<file path="config.mk">
export PLATFORM = sky130hd
export DESIGN_NAME = adc_serial_out
export DESIGN_NICKNAME = d
export VERILOG_FILES = /design/src/core/adc_out_pkg.sv /design/src/core/sample_fifo.sv /design/src/core/adc_serial_out.sv
export SDC_FILE = /design/constraint.sdc
export NUM_CORES = 1
export LEC_CHECK = 0
export BUFFER_PORTS_ARGS = -buffer_cell sky130_fd_sc_hd__buf_2
export CORE_MARGIN = 2
export CORE_UTILIZATION = 55
export CTS_CLUSTER_DIAMETER = 40
export CTS_CLUSTER_SIZE = 28
export DETAILED_ROUTE_END_ITERATION = 7
export GPL_TIMING_DRIVEN = 0
export PLACE_DENSITY_LB_ADDON = 0.2
export SETUP_SLACK_MARGIN = 0.3
export SYNTH_ARGS = -nofsm -noshare
export SYNTH_HDL_FRONTEND = slang
export SYNTH_SLANG_ARGS = --single-unit
</file>
<file path="constraint.sdc">
create_clock -name aclk -period 7.5 [get_ports aclk]
set_input_delay 0.375 -clock aclk [delete_from_list [all_inputs] [get_ports aclk]]
set_output_delay 0.375 -clock aclk [all_outputs]
set_load 0.05 [all_outputs]
</file>
<file path="src/core/adc_out_pkg.sv">
// constants and types for the converter output and power-mode block
package adc_out_pkg;
  // register byte offsets
  localparam logic [3:0] CTRL_OFS = 4'h0;
  localparam logic [3:0] STAT_OFS = 4'h4;
  localparam logic [3:0] PLL_OFS  = 4'h8;
  // control register fields
  localparam int CTL_PD      = 0;
  localparam int CTL_STBY    = 1;
  localparam int CTL_LOWSW   = 2;
  localparam int CTL_BOOST   = 3;
  localparam int CTL_OFFBIN  = 4;
  localparam int CTL_ONELANE = 5;
  localparam int CTL_RES10   = 6;
  localparam int CTL_LSBF    = 7;
  localparam int CTL_PH_LSB  = 8;
  localparam logic [2:0] PHASE_RST = 3'h3;
  localparam logic [2:0] PHASE_MAX = 3'h5;
  // status register fields
  localparam int STS_PD     = 0;
  localparam int STS_STBY   = 1;
  localparam int STS_PIN    = 2;
  localparam int STS_OVF    = 3;
  localparam int STS_ACTIVE = 4;
  // sample format
  localparam int SAMPLE_W = 12;
  localparam logic [3:0] SLOTS_12 = 4'h6;
  localparam logic [3:0] SLOTS_10 = 4'h5;
  localparam logic [11:0] CODE_POS = 12'h7ff;
  localparam logic [11:0] CODE_MSB = 12'h800;
  // serial timing, in aclk cycles per data slot; must divide by three
  localparam int HALF_BIT_CYC = 6;
  localparam int FIFO_DEPTH   = 8;
  localparam logic [1:0] RESP_OKAY   = 2'h0;
  localparam logic [1:0] RESP_SLVERR = 2'h2;
  typedef enum logic [1:0] {ST_OFF, ST_IDLE, ST_SHIFT} ser_state_type;
endpackage : adc_out_pkg

</file>
<file path="src/core/sample_fifo.sv">
// small fifo with registered read data between sampling and serializer
`timescale 1ns/10ps
module sample_fifo #(
  parameter int W     = 24,
  parameter int DEPTH = 8
) (
  // clock and reset
  input  wire logic         aclk,
  input  wire logic         aresetn,
  input  wire logic         flush,
  // fill side
  input  wire logic         in_valid,
  input  wire logic [W-1:0] in_data,
  output logic              in_ready,
  // drain side
  output logic              out_valid,
  output logic [W-1:0]      out_data,
  input  wire logic         out_ready
);
  localparam int AW = $clog2(DEPTH);
  typedef struct packed {
    logic [DEPTH-1:0][W-1:0] mem;
    logic [AW:0]             wp;
    logic [AW:0]             rp;
    logic [W-1:0]            rd;
    logic                    rv;
  } fifo_st_type;
  fifo_st_type q, d;
  logic [AW:0] cnt;

  assign cnt       = q.wp - q.rp;
  assign in_ready  = (cnt != (AW+1)'(DEPTH));
  assign out_valid = q.rv;
  assign out_data  = q.rd;

  always_comb begin
    d = q;
    if (q.rv && out_ready) begin
      d.rv = 1'b0;
    end
    // refill the output register as soon as it is free
    if (!d.rv && cnt != '0) begin
      d.rd = q.mem[q.rp[AW-1:0]];
      d.rv = 1'b1;
      d.rp = q.rp + 1'b1;
    end
    if (in_valid && in_ready) begin
      d.mem[q.wp[AW-1:0]] = in_data;
      d.wp = q.wp + 1'b1;
    end
    if (flush) begin
      d.wp = '0;
      d.rp = '0;
      d.rv = 1'b0;
    end
  end

  always_ff @(posedge aclk) begin
    if (!aresetn) begin
      q <= '0;
    end else begin
      q <= d;
    end
  end
endmodule : sample_fifo

</file>
<file path="src/core/adc_serial_out.sv">
// serial output, coding and power-mode control of a dual 12-bit converter
`timescale 1ns/10ps
module adc_serial_out
  import adc_out_pkg::*;
#(
  parameter int HALF_BIT = adc_out_pkg::HALF_BIT_CYC,
  parameter int DEPTH    = adc_out_pkg::FIFO_DEPTH
) (
  // clock and reset
  input  wire logic              aclk,
  input  wire logic              aresetn,
  // register bus
  input  wire logic [3:0]        s_axi_awaddr,
  input  wire logic              s_axi_awvalid,
  output logic                   s_axi_awready,
  input  wire logic [31:0]       s_axi_wdata,
  input  wire logic [3:0]        s_axi_wstrb,
  input  wire logic              s_axi_wvalid,
  output logic                   s_axi_wready,
  output logic [1:0]             s_axi_bresp,
  output logic                   s_axi_bvalid,
  input  wire logic              s_axi_bready,
  input  wire logic [3:0]        s_axi_araddr,
  input  wire logic              s_axi_arvalid,
  output logic                   s_axi_arready,
  output logic [31:0]            s_axi_rdata,
  output logic [1:0]             s_axi_rresp,
  output logic                   s_axi_rvalid,
  input  wire logic              s_axi_rready,
  // pins and converter core
  input  wire logic              power_down_pin,
  input  wire logic              sample_clk,
  input  wire logic signed [12:0] ch0_sample,
  input  wire logic signed [12:0] ch1_sample,
  output logic                   sample_ready,
  // serial link: lanes {ch1 b, ch1 a, ch0 b, ch0 a}
  output logic [3:0]             lane_out,
  output logic [3:0]             lane_oe,
  output logic                   bit_clock_out,
  output logic                   bit_clock_oe,
  output logic                   frame_clock_out,
  output logic                   frame_clock_oe,
  // analog controls
  output logic                   ref_power_on,
  output logic                   core_active,
  output logic                   low_swing,
  output logic                   drive_boost,
  output logic                   low_rate_pll
);
  import adc_out_pkg::*;

  typedef struct packed {
    logic pd_s1, pd_s2, sc_s1, sc_s2, sc_s3;
    logic pd_reg, stby, low_sw, boost, ob, one_lane, res10, lsbf;
    logic [2:0] phase;
    logic pll, ovf;
    logic aw_got, w_got, awready, wready, bvalid, arready, rvalid;
    logic [3:0] awaddr, wstrb;
    logic [31:0] wdata, rdata;
    logic [1:0] bresp, rresp;
    ser_state_type state;
    logic [7:0] t, ph;
    logic [3:0] slot, nslots;
    logic wone;
    logic [11:0] sh0, sh1;
    logic [3:0] lane;
    logic oe, bclk, fclk, ref_on, active, samp_rdy;
  } st_type;

  st_type q, d;
  logic        pd_eff, push, pop, f_in_rdy, f_valid, wr_go, ctrl_wr;
  logic [23:0] f_in, f_out;
  logic [11:0] code0, code1;
  logic [8:0]  bc_pos;

  ////////////////////////////////////////////////////////////////////////
  function automatic logic mapped(input logic [3:0] a);
    return (a == CTRL_OFS) || (a == STAT_OFS) || (a == PLL_OFS);
  endfunction : mapped

  // clamp then code
  function automatic logic [11:0] code_sample(input logic signed [12:0] v,
                                              input logic ob);
    logic [11:0] c;
    c = v[11:0];
    if (v > 13'sd2047) begin
      c = CODE_POS;
    end else if (v < -13'sd2048) begin
      c = CODE_MSB;
    end
    return ob ? (c ^ CODE_MSB) : c;
  endfunction : code_sample

  // s[i] is the i-th bit on the wire
  function automatic logic [11:0] order_word(input logic [11:0] w,
                                             input logic r10,
                                             input logic lsb);
    logic [11:0] s;
    s = '0;
    for (int i = 0; i < SAMPLE_W; i++) begin
      if (r10 && i < 10) begin
        s[i] = lsb ? w[i+2] : w[11-i];
      end else if (!r10) begin
        s[i] = lsb ? w[i] : w[11-i];
      end
    end
    return s;
  endfunction : order_word

  function automatic logic [31:0] read_word(input st_type s,
                                            input logic [3:0] a);
    logic [31:0] r;
    r = '0;
    case (a)
      CTRL_OFS: begin
        r[CTL_PD]      = s.pd_reg;
        r[CTL_STBY]    = s.stby;
        r[CTL_LOWSW]   = s.low_sw;
        r[CTL_BOOST]   = s.boost;
        r[CTL_OFFBIN]  = s.ob;
        r[CTL_ONELANE] = s.one_lane;
        r[CTL_RES10]   = s.res10;
        r[CTL_LSBF]    = s.lsbf;
        r[CTL_PH_LSB +: 3] = s.phase;
      end
      STAT_OFS: begin
        r[STS_PD]     = !s.oe;
        r[STS_STBY]   = s.oe && !s.active;
        r[STS_PIN]    = s.pd_s2;
        r[STS_OVF]    = s.ovf;
        r[STS_ACTIVE] = s.state == ST_SHIFT;
      end
      PLL_OFS: r[0] = s.pll;
      default: r = '0;
    endcase
    return r;
  endfunction : read_word

  ////////////////////////////////////////////////////////////////////////
  assign code0 = code_sample(ch0_sample, q.ob);
  assign code1 = code_sample(ch1_sample, q.ob);
  assign f_in  = {order_word(code1, q.res10, q.lsbf),
                  order_word(code0, q.res10, q.lsbf)};
  // sample clock edge found on the synchronised copy only
  assign push  = q.sc_s2 && !q.sc_s3 && q.state != ST_OFF;

  sample_fifo #(.W(24), .DEPTH(DEPTH)) fifo_i (
    .aclk      (aclk),
    .aresetn   (aresetn),
    .flush     (q.state == ST_OFF),
    .in_valid  (push),
    .in_data   (f_in),
    .in_ready  (f_in_rdy),
    .out_valid (f_valid),
    .out_data  (f_out),
    .out_ready (pop)
  );

  always_comb begin
    d = q;
    pop = 1'b0;
    ctrl_wr = 1'b0;
    d.pd_s1 = power_down_pin;
    d.pd_s2 = q.pd_s1;
    d.sc_s1 = sample_clk;
    d.sc_s2 = q.sc_s1;
    d.sc_s3 = q.sc_s2;
    // write channel: address and data in either order
    if (s_axi_awvalid && q.awready) begin
      d.aw_got = 1'b1;
      d.awaddr = s_axi_awaddr;
    end
    if (s_axi_wvalid && q.wready) begin
      d.w_got = 1'b1;
      d.wdata = s_axi_wdata;
      d.wstrb = s_axi_wstrb;
    end
    if (q.bvalid && s_axi_bready) begin
      d.bvalid = 1'b0;
    end
    wr_go = d.aw_got && d.w_got;
    if (wr_go) begin
      d.aw_got = 1'b0;
      d.w_got  = 1'b0;
      d.bvalid = 1'b1;
      d.bresp  = mapped(d.awaddr) ? RESP_OKAY : RESP_SLVERR;
      if (d.awaddr == CTRL_OFS && d.wstrb[0]) begin
        ctrl_wr    = 1'b1;
        d.pd_reg   = d.wdata[CTL_PD];
        d.stby     = d.wdata[CTL_STBY];
        d.low_sw   = d.wdata[CTL_LOWSW];
        d.boost    = d.wdata[CTL_BOOST];
        d.ob       = d.wdata[CTL_OFFBIN];
        d.one_lane = d.wdata[CTL_ONELANE];
        d.res10    = d.wdata[CTL_RES10];
        d.lsbf     = d.wdata[CTL_LSBF];
      end
      // out-of-range phase codes are ignored
      if (d.awaddr == CTRL_OFS && d.wstrb[1] &&
          d.wdata[CTL_PH_LSB +: 3] <= PHASE_MAX) begin
        d.phase = d.wdata[CTL_PH_LSB +: 3];
      end
      if (d.awaddr == STAT_OFS && d.wstrb[0] && d.wdata[STS_OVF]) begin
        d.ovf = 1'b0;
      end
      if (d.awaddr == PLL_OFS && d.wstrb[0]) begin
        d.pll = d.wdata[0];
      end
    end
    // overflow set after the clear so a coincident event is kept
    if (push && !f_in_rdy) begin
      d.ovf = 1'b1;
    end
    d.awready = !d.aw_got && !d.bvalid;
    d.wready  = !d.w_got && !d.bvalid;
    // read channel
    if (q.rvalid && s_axi_rready) begin
      d.rvalid = 1'b0;
    end
    if (s_axi_arvalid && q.arready) begin
      d.rvalid = 1'b1;
      d.rdata  = read_word(q, s_axi_araddr);
      d.rresp  = mapped(s_axi_araddr) ? RESP_OKAY : RESP_SLVERR;
    end
    d.arready = !d.rvalid;

    pd_eff = d.pd_s2 || d.pd_reg;
    // slot timing runs from aclk; words pace off the fifo
    d.t  = (q.t == 8'(HALF_BIT-1)) ? '0 : q.t + 8'h01;
    d.ph = (q.ph == 8'(2*HALF_BIT-1)) ? '0 : q.ph + 8'h01;
    case (q.state)
      ST_OFF: begin
        d.t  = '0;
        d.ph = '0;
        d.state = ST_IDLE;
      end
      ST_IDLE: begin
        if (q.t == 8'(HALF_BIT-1) && f_valid) begin
          pop = 1'b1;
        end
      end
      ST_SHIFT: begin
        if (q.t == 8'(HALF_BIT-1)) begin
          if (q.slot == q.nslots - 4'h1) begin
            pop = f_valid;
            d.state = f_valid ? ST_SHIFT : ST_IDLE;
          end else begin
            d.slot = q.slot + 4'h1;
            d.sh0 = q.wone ? q.sh0 >> 1 : q.sh0 >> 2;
            d.sh1 = q.wone ? q.sh1 >> 1 : q.sh1 >> 2;
          end
        end
      end
      default: d.state = ST_OFF;
    endcase
    if (pop) begin
      d.state  = ST_SHIFT;
      d.slot   = '0;
      d.sh0    = f_out[11:0];
      d.sh1    = f_out[23:12];
      d.wone   = q.one_lane;
      d.nslots = q.res10 ? SLOTS_10 : SLOTS_12;
      if (q.one_lane) begin
        d.nslots = {d.nslots[2:0], 1'b0};
      end
    end
    if (pd_eff) begin
      d.state = ST_OFF;
    end

    // outputs, all registered
    d.lane = '0;
    if (d.state == ST_SHIFT) begin
      d.lane = {d.wone ? 1'b0 : d.sh1[1], d.sh1[0],
                d.wone ? 1'b0 : d.sh0[1], d.sh0[0]};
    end
    d.fclk = (d.state == ST_SHIFT) &&
             (d.slot < ((d.nslots + 4'h1) >> 1));
    // phase offset of a bit clock period is phase * 60 degrees
    // larger phase code delays the bit clock against the slot edges
    bc_pos = 9'(d.ph) + 9'(2*HALF_BIT) -
             9'(d.phase * 8'(HALF_BIT / 3));
    if (bc_pos >= 9'(2*HALF_BIT)) begin
      bc_pos = bc_pos - 9'(2*HALF_BIT);
    end
    d.bclk = (d.state != ST_OFF) && (bc_pos < 9'(HALF_BIT));
    d.oe       = !pd_eff;
    d.ref_on   = !pd_eff;
    d.active   = !pd_eff && !d.stby;
    d.samp_rdy = f_in_rdy && !pd_eff;
  end

  always_ff @(posedge aclk) begin
    if (!aresetn) begin
      q <= '0;
      q.phase <= PHASE_RST;
      q.awready <= 1'b1;
      q.wready <= 1'b1;
      q.arready <= 1'b1;
      q.state <= ST_OFF;
    end else begin
      q <= d;
    end
  end

  assign s_axi_awready   = q.awready;
  assign s_axi_wready    = q.wready;
  assign s_axi_bvalid    = q.bvalid;
  assign s_axi_bresp     = q.bresp;
  assign s_axi_arready   = q.arready;
  assign s_axi_rvalid    = q.rvalid;
  assign s_axi_rdata     = q.rdata;
  assign s_axi_rresp     = q.rresp;
  assign sample_ready    = q.samp_rdy;
  assign lane_out        = q.lane;
  assign lane_oe         = {4{q.oe}};
  assign bit_clock_out   = q.bclk;
  assign bit_clock_oe    = q.oe;
  assign frame_clock_out = q.fclk;
  assign frame_clock_oe  = q.oe;
  assign ref_power_on    = q.ref_on;
  assign core_active     = q.active;
  assign low_swing       = q.low_sw;
  assign drive_boost     = q.boost;
  assign low_rate_pll    = q.pll;
endmodule : adc_serial_out

</file>
Word level (Yosys, flattened, before mapping). Cells that the tools add are included.

Equality and inequality tests: 12. Bitwise gates (word level): 4. Mux-type cells: 124. $add $sub $neg: 11. Reductions and logical operators: 61. Magnitude comparators: 11.

Operators with widths (count): 192-bit bitwise mux (1); 24-bit 2-to-1 mux (5); 1-bit 2-to-1 mux (82); 24-bit binary-select mux with 3-bit select (1); 24-bit demux with 3-bit select (1); 12-bit 2-to-1 mux (6); 34-bit 2-to-1 mux (1); 33-bit 2-to-1 mux (1); 1-bit logical AND (27); 13-bit by 12-bit greater-than comparator with 1-bit output, second input constant (2); 13-bit by 12-bit < comparator with 1-bit output, second input constant (2); 8-bit 2-to-1 mux (3); 11-bit 2-to-1 mux (2); 4-bit 2-to-1 mux (5); 4-bit by 1-bit adder with 4-bit output, second input constant (4); 8-bit by 1-bit adder with 8-bit output, second input constant (2); 2-bit 2-to-1 mux (8); 15-bit 2-to-1 mux (1); 2-bit nonzero test (6); 1-bit logical NOT (11); 8-bit by 4-bit adder with 9-bit output, second input constant (1); 9-bit by 4-bit greater-or-equal comparator with 1-bit output, second input constant (1); 9-bit by 3-bit < comparator with 1-bit output, second input constant (1); 9-bit 2-to-1 mux (1); other kinds (32) (48).

Input port bits: 79. Logic and storage cells: 282. Register bits after elaboration: 363. Output and inout port bits: 59.

Logic depth before layout (Yosys ltp). Gate-level depths: netlist (run 1).

Word-level depth: 12. Mapped depth: 17. Gate-level depth less buffers: 17.

Hierarchy. From an unflattened synthesis (run 1), not the netlist that was laid out.

Cells, all modules: 1740. Area total of the unflattened synthesis: 16784.8 um^2.

Modules (own cells, without submodules): sample_fifo (instances 1, cells an instance 941, area an instance 9995.8 um^2); adc_serial_out (instances 1, cells an instance 799, area an instance 6789.0 um^2).

Worst setup path before layout (run 1). No wires, ideal clock.

Path kind: register to register. Start point: register q (netlist bit s_axi_awready). End point: register q (netlist bit bit_clock_out). Required time: 7.397 ns. Library setup time: 0.103 ns. Cell stages (with the launch flop): 17. Period minus slack after synthesis: 4.612 ns. Arrival time: 4.508 ns. Setup slack: 2.888 ns. Path buffers: 1. Cells stage by stage: dfxtp_1 -> clkbuf_1 -> nor4bb_1 -> o211a_1 -> nand2_1 -> nor2_1 -> mux2_2 -> ha_1 -> fa_1 -> xnor2_1 -> ha_1 -> inv_1 -> nand3_1 -> or4_1 -> o311a_1 -> a211o_1 -> a2111oi_2.

RTL lines: start: declaration (line adc_serial_out.sv:70) `st_type q, d;`.

Worst setup path after layout (run 1).
Start point: register fifo_i.q[26] (netlist bit). End point: register fifo_i.q[188] (netlist bit).

Longest elaborated chain between the ends: 3.

Ends and longest elaborated chain: start: declaration (line sample_fifo.sv:28) `fifo_st_type q, d;`; start signal: assignment (line sample_fifo.sv:60) `q <= '0;`; start signal: assignment (line sample_fifo.sv:62) `q <= d;`; 4-bit subtractor (line sample_fifo.sv:31) `assign cnt = q.wp - q.rp;`; 4-bit inequality test (line sample_fifo.sv:32) `assign in_ready = (cnt != (AW+1)'(DEPTH));`; 1-bit logical AND (line sample_fifo.sv:47) `if (in_valid && in_ready) begin`.

Every way passes these cells. A chain may end at the register's enable or synchronous reset.

==> out/results.ini, run 1 <==
[cts]
cts_tree = done
clock_latency_ns = 0.53
clockBufferDepth = 3
cts_resized = 0
cts_num_sinks = 340
post_cts_buffers = 0
clkTransAtPathRegs_ns = 0.06
htreeDepth = 2
ctsHoldBuffers = 0
numCtsBuffers = 42
cts-root-buf = clkbuf_16

[synthesis]
ys_ff_latch = 340
yosys_warnings = 0
yosysSeqAreaShare_pct = 43.3
synthArstFlopShare_pct = 0
syn_area_mm2 = 0.0157
ys.flop_type = dfxtp_1
yosysUniqueCellTypes = 74
syn_inst = 1710
avgSynthCellArea_um2 = 9.19
synth_edf_count = 0

[power]
irDropWorstVdd_mv = 0.220
swShare_pct = 25.9
power_frac_seq_pct = 43.1
cell_internal_pwr_mw = 3.17
p_comb_share_pct = 7.6
p_leak_nw = 6.52
p_switching_mw = 1.11
powerDensity_mw_per_mm2 = 235
clockPowerShare_pct = 49.3
power_mw = 4.28

[worst_setup_path]
slowest_delay_ns = 0.70
cp_max_fo = 10
cp_cell_sequence = clkbuf_1 -> clkbuf_1 -> buf_1 -> inv_1 -> ha_1 -> nor2b_1 -> o21ai_0 -> nand3_1 -> a31oi_1 -> nand4_1 -> buf_2 -> buf_1 -> nand3_1 -> o21ai_0
critPathBufInv = 6
reg2reg_slack_ns = 2.48
ff2ff_path_depth = 14
r2r_start = fifo_i.q[26]
r2r-end = fifo_i.q[188]
worstSetupPathType = flop to flop
cpMaxStageDelayCell = a31oi_1
cp.required_ns = 7.87
crit_path_end_kind = flop
critPathLaunchType = flop
arrival_ns = 5.39
path_delay_family = buffers and inverters

[floorplanning]
core_mm2 = 0.0279
die_y_um = 173
num_rows = 61
ios = 138
die_w_um = 173
die-area_mm2 = 0.0299
start_util_pct = 56.3

[detailed_routing]
vias_per_cell = 5.79
wl_per_cell_um = 18.8
drt-initial-drc-count = 1063
num_vias = 13200
drc = 0
dr.pass1.iters = 5
routed_wl_mm = 42.9
ant_nets = 0

[grt]
use_met2_pct = 48.6
use_met3_pct = 3.91
top_usage_layer = met2
grt_max_degree = 18
grt_pass1_wl_mm = 68.5
grt-ovfl-total = 0
antenna_found_initial = 0
grt.met1_usage_pct = 35.7
grt_pass1_vias = 13000
grt_usage_pct = 28.2

[layout]
post-route-util_pct = 65.2
nFillCells = 2363
drive_above_1_share_pct = 16.2
layout_common_cells = 340 x dfxtp_1, 208 x nand2_1, 143 x nand3_1, 138 x nor2_1, 138 x o21ai_0
final_common_cell = dfxtp_1
final_area_mm2 = 0.0182
syn_to_final_growth_pct = 15.9
diodes = 0
fin_nets = 1975

[timing]
rsz0062_at_grt = false
drv_slew = 0
final_hold_viol_count = 0
period_share_pct = 66.9
clock_skew_ns = 0.0207
worst_pin_slew_ns = 1.16
min_period_ns = 5.02
final-setup-viol-count = 0
fmax_mhz = 199
relSlewSlack_pct = 21.5
timing.setup.tns_ns = 0

[worst_hold_path]
hold_class = input port to flop
worstHoldEndpoint = d[160]
hold_start = power_down_pin
hold_depth = 2

[status]
status = finished, final reports clean

[placement]
port_buffers = 89
gp_congestion = 0.879
placed_area_mm2 = 0.0167
dp_hpwl_mm = 31.5

[job]
maxCapViolCount = 0

-- how the worst max path moves through the flow --
stage / start / endpoint / slack, ns / depth (start not counted)
2_1_floorplan: s_axi_awready / bit_clock_out / 2.89 / 16
3_3_place_gp: s_axi_awvalid / bit_clock_out / 2.75 / 16
3_5_place_dp: fifo_i.q[26] / fifo_i.q[188] / 2.61 / 14
4_1_cts: fifo_i.q[26] / fifo_i.q[188] / 2.59 / 14
5_1_grt: fifo_i.q[26] / fifo_i.q[188] / 2.19 / 14
6_report: fifo_i.q[26] / fifo_i.q[188] / 2.48 / 14
-- power groups by stage --
stage                     clock, mW  sequential [mW]  combinational [mW]
final                          2.11             1.85               0.324
after detailed placement          0             1.89               0.317
after global placement            0             1.89               0.312
after floorplan                   0             1.90               0.205
after CTS                      2.13             1.85               0.319
after global routing           2.21             1.85               0.347
-- flip-flops by register name, summed over array words and instances (netlist names) --
| name | cells |
|---|---|
| s_axi_bresp | 1 |
| low_swing | 1 |
| s_axi_awready | 1 |
| s_axi_wready | 1 |
| bit_clock_out | 1 |
| sample_ready | 1 |
| fifo_i.out_data | 24 |
| fifo_i.q | 200 |
| d | 3 |
| drive_boost | 1 |
| s_axi_arready | 1 |
| s_axi_rresp | 1 |
| low_rate_pll | 1 |
| frame_clock_out | 1 |
| ref_power_on | 1 |
| core_active | 1 |
| s_axi_bvalid | 1 |
| fifo_i.out_valid | 1 |
| lane_out | 4 |
| s_axi_rvalid | 1 |
| s_axi_rdata | 11 |
| q | 82 |
-- kinds of logic (layout without fill, tap and decap cells) --
group	after synthesis	count (layout)	synth area share, %
DFF	340	340	43.3
adders and majority gates	33	33	2.64
and+or+nand+nor	582	582	16.8
other	1	23	0.0239
xor gates and xnor gates	36	36	2.15
buffers and inverters	208	374	6.44
muxes	185	185	15.7
AOI/OAI and AO/OA	325	325	13.0
-- Yosys cell counts, drive strengths merged, types with 7 or more instances --
library cell | n | share of area [%]
xor2 | 16 | 0.89
a311oi | 26 | 1.4
a211oi | 27 | 1.4
inv | 33 | 0.79
and3 | 9 | 0.36
a21oi | 47 | 1.5
nor3 | 17 | 0.64
a22oi | 7 | 0.33
nand3 | 143 | 4.6
clkbuf | 86 | 2.1
mux2i | 131 | 8.3
mux4 | 48 | 6.9
nor2 | 139 | 3.3
dfxtp | 340 | 43
nand2 | 208 | 5.0
o211ai | 21 | 1.0
nor2b | 13 | 0.52
ha | 30 | 2.4
and2 | 20 | 0.80
buf | 88 | 3.6
o21ai | 160 | 5.1
xnor2 | 19 | 1.1
-- through the flow --
step           worst slack, ns  instances  hold slack (ns)
3_5_place_dp              2.61       2199            0.435
4_1_cts                   2.59       2276           0.0665
5_1_grt                   2.19       2276           0.0664
3_3_place_gp              2.75       2199            0.428
2_1_floorplan             2.89       1732            0.412
6_report                  2.48       2276           0.0750
-- per-layer routing --
layer  routed length [um]  part of all wire, %
met4                 1730                  4.0
met1                17700                   41
met2                20800                   49
met3                 2650                  6.2
met5                    0                    0
-- cell type report --
class / instances / area, um^2 / area share, %
sequential: 340 / 6810 / 37.4
tap: 378 / 473 / 2.60
multi-input combinational: 1184 / 7990 / 43.9
clock inverter: 29 / 338 / 1.86
clock buffer: 48 / 1150 / 6.30
inverter: 34 / 128 / 0.701
buffer: 174 / 885 / 4.86
timing repair buffer: 89 / 445 / 2.45
-- worst reg2reg max path: stages (launching register included) --
cell      delay (ns)
dfxtp_1         0.33
clkbuf_1        0.35
clkbuf_1        0.53
buf_1           0.63
inv_1           0.17
ha_1            0.34
nor2b_1         0.14
o21ai_0         0.25
nand3_1         0.19
a31oi_1         0.70
nand4_1         0.36
buf_2           0.33
buf_1           0.30
nand3_1         0.16
o21ai_0         0.10
Note: power is estimated with default switching activity, not from simulation.
==> run 2, diff against run 1 <==
--- a/config.mk
+++ b/config.mk
@@ -5,6 +5,7 @@
 export SDC_FILE = /design/constraint.sdc
 export NUM_CORES = 1
 export LEC_CHECK = 0
+export ABC_AREA = 1
 export BUFFER_PORTS_ARGS = -buffer_cell sky130_fd_sc_hd__buf_2
 export CORE_MARGIN = 2
 export CORE_UTILIZATION = 55
==> constraint.sdc (replaced) <==
create_clock -name aclk -period 4.8 [get_ports aclk]
set_input_delay 0.24 -clock aclk [delete_from_list [all_inputs] [get_ports aclk]]
set_output_delay 0.24 -clock aclk [all_outputs]
set_load 0.05 [all_outputs]
==> run 2 against run 1 <==
The run now ends with hold timing left. Total power rose by 73%. Largest power group unchanged. Sequential share of layout area fell by 1.2 points. Final cell count rose by 28%. Final area rose by 3.4%. Register-to-register slack got worse by 1.8 ns. Critical path type unchanged. Critical endpoint is now bit_clock_out. Critical path depth rose by 6.
==> out/results.ini, run 2 <==
[layout]
fin_nets = 2599
final_area_mm2 = 0.0188
syn_to_final_growth_pct = 15.7
largest_reg_flops = 200
final_common_cell = nand2_1
diodes = 0
nFillCells = 2614
drive_above_1_share_pct = 11.1
layout_common_cells = 404 x nand2_1, 340 x dfxtp_1, 333 x o21ai_0, 284 x a21oi_1, 242 x nor2_1
regMostFlops = fifo_i.q

[power]
power_frac_seq_pct = 40.9
irDropWorstVdd_mv = 0.299
clockPowerShare_pct = 44.0
p_leak_nw = 8.00
swShare_pct = 30.5
p_switching_mw = 2.26
p_comb_share_pct = 15.1
powerDensity_mw_per_mm2 = 394
cell_internal_pwr_mw = 5.15

[timing]
relSlewSlack_pct = 17.3
final-setup-viol-count = 0
drv_slew = 0
setup_slack_ns = 0.702
clock_skew_ns = 0.0334
final_hold_viol_count = 1
min_period_ns = 4.10
timing.setup.tns_ns = 0
fmax_mhz = 244
period_share_pct = 85.4
worst_pin_slew_ns = 1.23
rsz0062_at_grt = false
holdWs_ns = -0.000485

[synthesis]
yosysUniqueCellTypes = 46
synthArstFlopShare_pct = 0
synth.top_cell.area_share_pct = 41.8
ys_ff_latch = 340
ys.flop_type = dfxtp_1
yosys.area.top_type = dfxtp_1
synth_most_common_cell = nand2_1
synth_edf_count = 0
synth.top_cells.by_count = 404 x nand2_1, 340 x dfxtp_1, 334 x o21ai_0
syn_area_mm2 = 0.0163
syn_inst = 2323
yosysSeqAreaShare_pct = 41.8
yosys_warnings = 0
avgSynthCellArea_um2 = 7.00
netlist_top_cells_area = dfxtp_1 42%, o21ai_0 10%, nand2_1 9.3%

[grt]
antenna_found_initial = 1
grt_pass1_wl_mm = 81.3
grt_max_degree = 17
grt_usage_pct = 33.3
use_met3_pct = 5.71
use_met2_pct = 54.2
grt_pass1_vias = 15200
grt.met1_usage_pct = 42.1
top_usage_layer = met2
grt-ovfl-total = 0

[floorplanning]
die-area_mm2 = 0.0310
num_rows = 62
die_y_um = 176
ios = 138
core_mm2 = 0.0289
start_util_pct = 56.2
die_w_um = 176

[worst_setup_path]
cpMostUsedCell = nand3_1
cpMaxStageDelayCell = fa_1
setup.worst_path.end = bit_clock_out
path_delay_family = simple AND/OR/NAND/NOR gates
critPathLaunchType = flop
arrival_ns = 4.57
critPathBufInv = 3
slowest_delay_ns = 0.47
crit_path_end_kind = flop
r2r_start = s_axi_wready
cp_max_fo = 10
cp_cell_sequence = nand2_2 -> buf_2 -> mux2i_1 -> nor3_1 -> o211ai_1 -> nand2_1 -> o21a_1 -> inv_1 -> ha_1 -> fa_1 -> xnor2_1 -> ha_1 -> nand3_1 -> inv_1 -> nand3_1 -> nand3_1 -> o21ai_0 -> nand2_1 -> nand3_1 -> nor2_1
ff2ff_path_depth = 20
cp.required_ns = 5.27
worstSetupStartpoint = s_axi_wready
crit_cells = 20
worstSetupPathType = flop to flop
r2r-end = bit_clock_out
reg2reg_slack_ns = 0.70

[cts]
clock_latency_ns = 0.56
post_cts_buffers = 0
cts_num_sinks = 340
htreeDepth = 2
clockBufferDepth = 3
cts_tree = done
clkTransAtPathRegs_ns = 0.06
numCtsBuffers = 43
cts-root-buf = clkbuf_16

[detailed_routing]
dr.pass1.iters = 6
num_vias = 16500
vias_per_cell = 5.67
routed_wl_mm = 52.4
drc = 0
wl_per_cell_um = 18.0
ant_nets = 0
drt-initial-drc-count = 1754

[job]
maxCapViolCount = 0

[placement]
dp_slack_ns = 0.856
dp_hpwl_mm = 37.5
placed_area_mm2 = 0.0173
gp_congestion = 0.982
port_buffers = 90

[status]
status = finished with violations
violations = hold timing

[worst_hold_path]
hold_class = input port to flop

## run 2: cell types whose count changed after synthesis, moves of 17 or more
cell / before / now
nor2_1: 138 / 242
mux4_2: 48 / 0
a211oi_1: 26 / 0
nand2_1: 208 / 404
a21oi_1: 47 / 284
mux2i_1: 131 / 12
and2_1: 20 / 0
o21ai_0: 138 / 334
inv_1: 33 / 232
nand3_1: 143 / 113
o21ai_1: 22 / 5
a311oi_1: 26 / 0
## run 2: how the worst min path moves through the flow
| stage | startpoint | to | slack, ns | depth (start not counted) |
|---|---|---|---|---|
| global route | s_axi_wdata[0] | q[97] | 0.02 | 3 |
| CTS | s_axi_wdata[9] | q[106] | 0.0005 | 3 |
| global placement | d[158] | d[157] | 0.40 | 2 |
| finish | s_axi_wdata[1] | q[98] | -0.0005 | 3 |
| detailed placement | d[158] | d[157] | 0.41 | 2 |
| floorplan | sample_clk | d[158] | 0.34 | 2 |
## run 2: power groups by stage
stage	clock network, mW	logic, mW	registers, mW
CTS	3.27	1.09	3.03
detailed placement	0	1.08	3.09
global route	3.39	1.22	3.04
floorplan	0	0.715	3.10
finish	3.26	1.12	3.03
global placement	0	1.06	3.08
## run 2: area by class of cell
cell class / instances / area (um^2) / area share (%)
Multi-Input combinational cell: 1580 / 7700 / 40.9
Sequential cell: 340 / 6810 / 36.2
Clock buffer: 51 / 1150 / 6.10
Buffer: 180 / 922 / 4.90
Inverter: 245 / 920 / 4.89
Timing Repair Buffer: 99 / 541 / 2.87
Tap cell: 384 / 480 / 2.55
Clock inverter: 28 / 308 / 1.63
## run 2: cell families after synthesis
kind of cell             count (synthesis)  share of synthesized area [%]
buffers and inverters                  425                           11.3
AND/OR/NAND/NOR                        820                           20.8
XOR/XNOR                                13                          0.746
adder cells (fa/ha/maj)                 31                           2.43
flip-flops                             340                           41.8
AO/OA/AOI/OAI                          679                           21.9
multiplexers                            14                          0.877
other                                    1                         0.0231
## run 2: tightest hold or removal path: cells and delay by family
| family | cells | cell delay (ns) |
|---|---|---|
| muxes | 1 | 0.09 |
| and+or+nand+nor | 1 | 0.10 |
| buffers and inverters | 1 | 0.07 |
## run 2: routing by layer
layer | part of all wire, % | vias up
met5 | 0.032 | -
met4 | 5.9 | 2
met3 | 8.9 | 185
met2 | 45 | 834
met1 | 40 | 7557
li1 | - | 7914
## run 2: stage by stage
| stage | hold slack (ns) | util, % | instances | power [mW] |
|---|---|---|---|---|
| 3_5_place_dp | 0.406 | 59.7 | 2819 | 4.17 |
| 6_report | -0.000485 | 65.1 | 2907 | 7.41 |
| 2_1_floorplan | 0.338 | - | 2345 | 3.82 |
| 3_3_place_gp | 0.396 | 59.7 | 2819 | 4.14 |
| 5_1_grt | 0.0179 | 65.1 | 2907 | 7.65 |
| 4_1_cts | 0.000473 | 65.1 | 2907 | 7.39 |
## run 2: timing repair
| action | in CTS | in global routing |
|---|---|---|
| resized for setup | 0 | 1 |
| endpoints found under the setup margin | 0 | 1 |
| hold buffers | 9 | 0 |
| endpoints found under the hold margin | 9 | 0 |
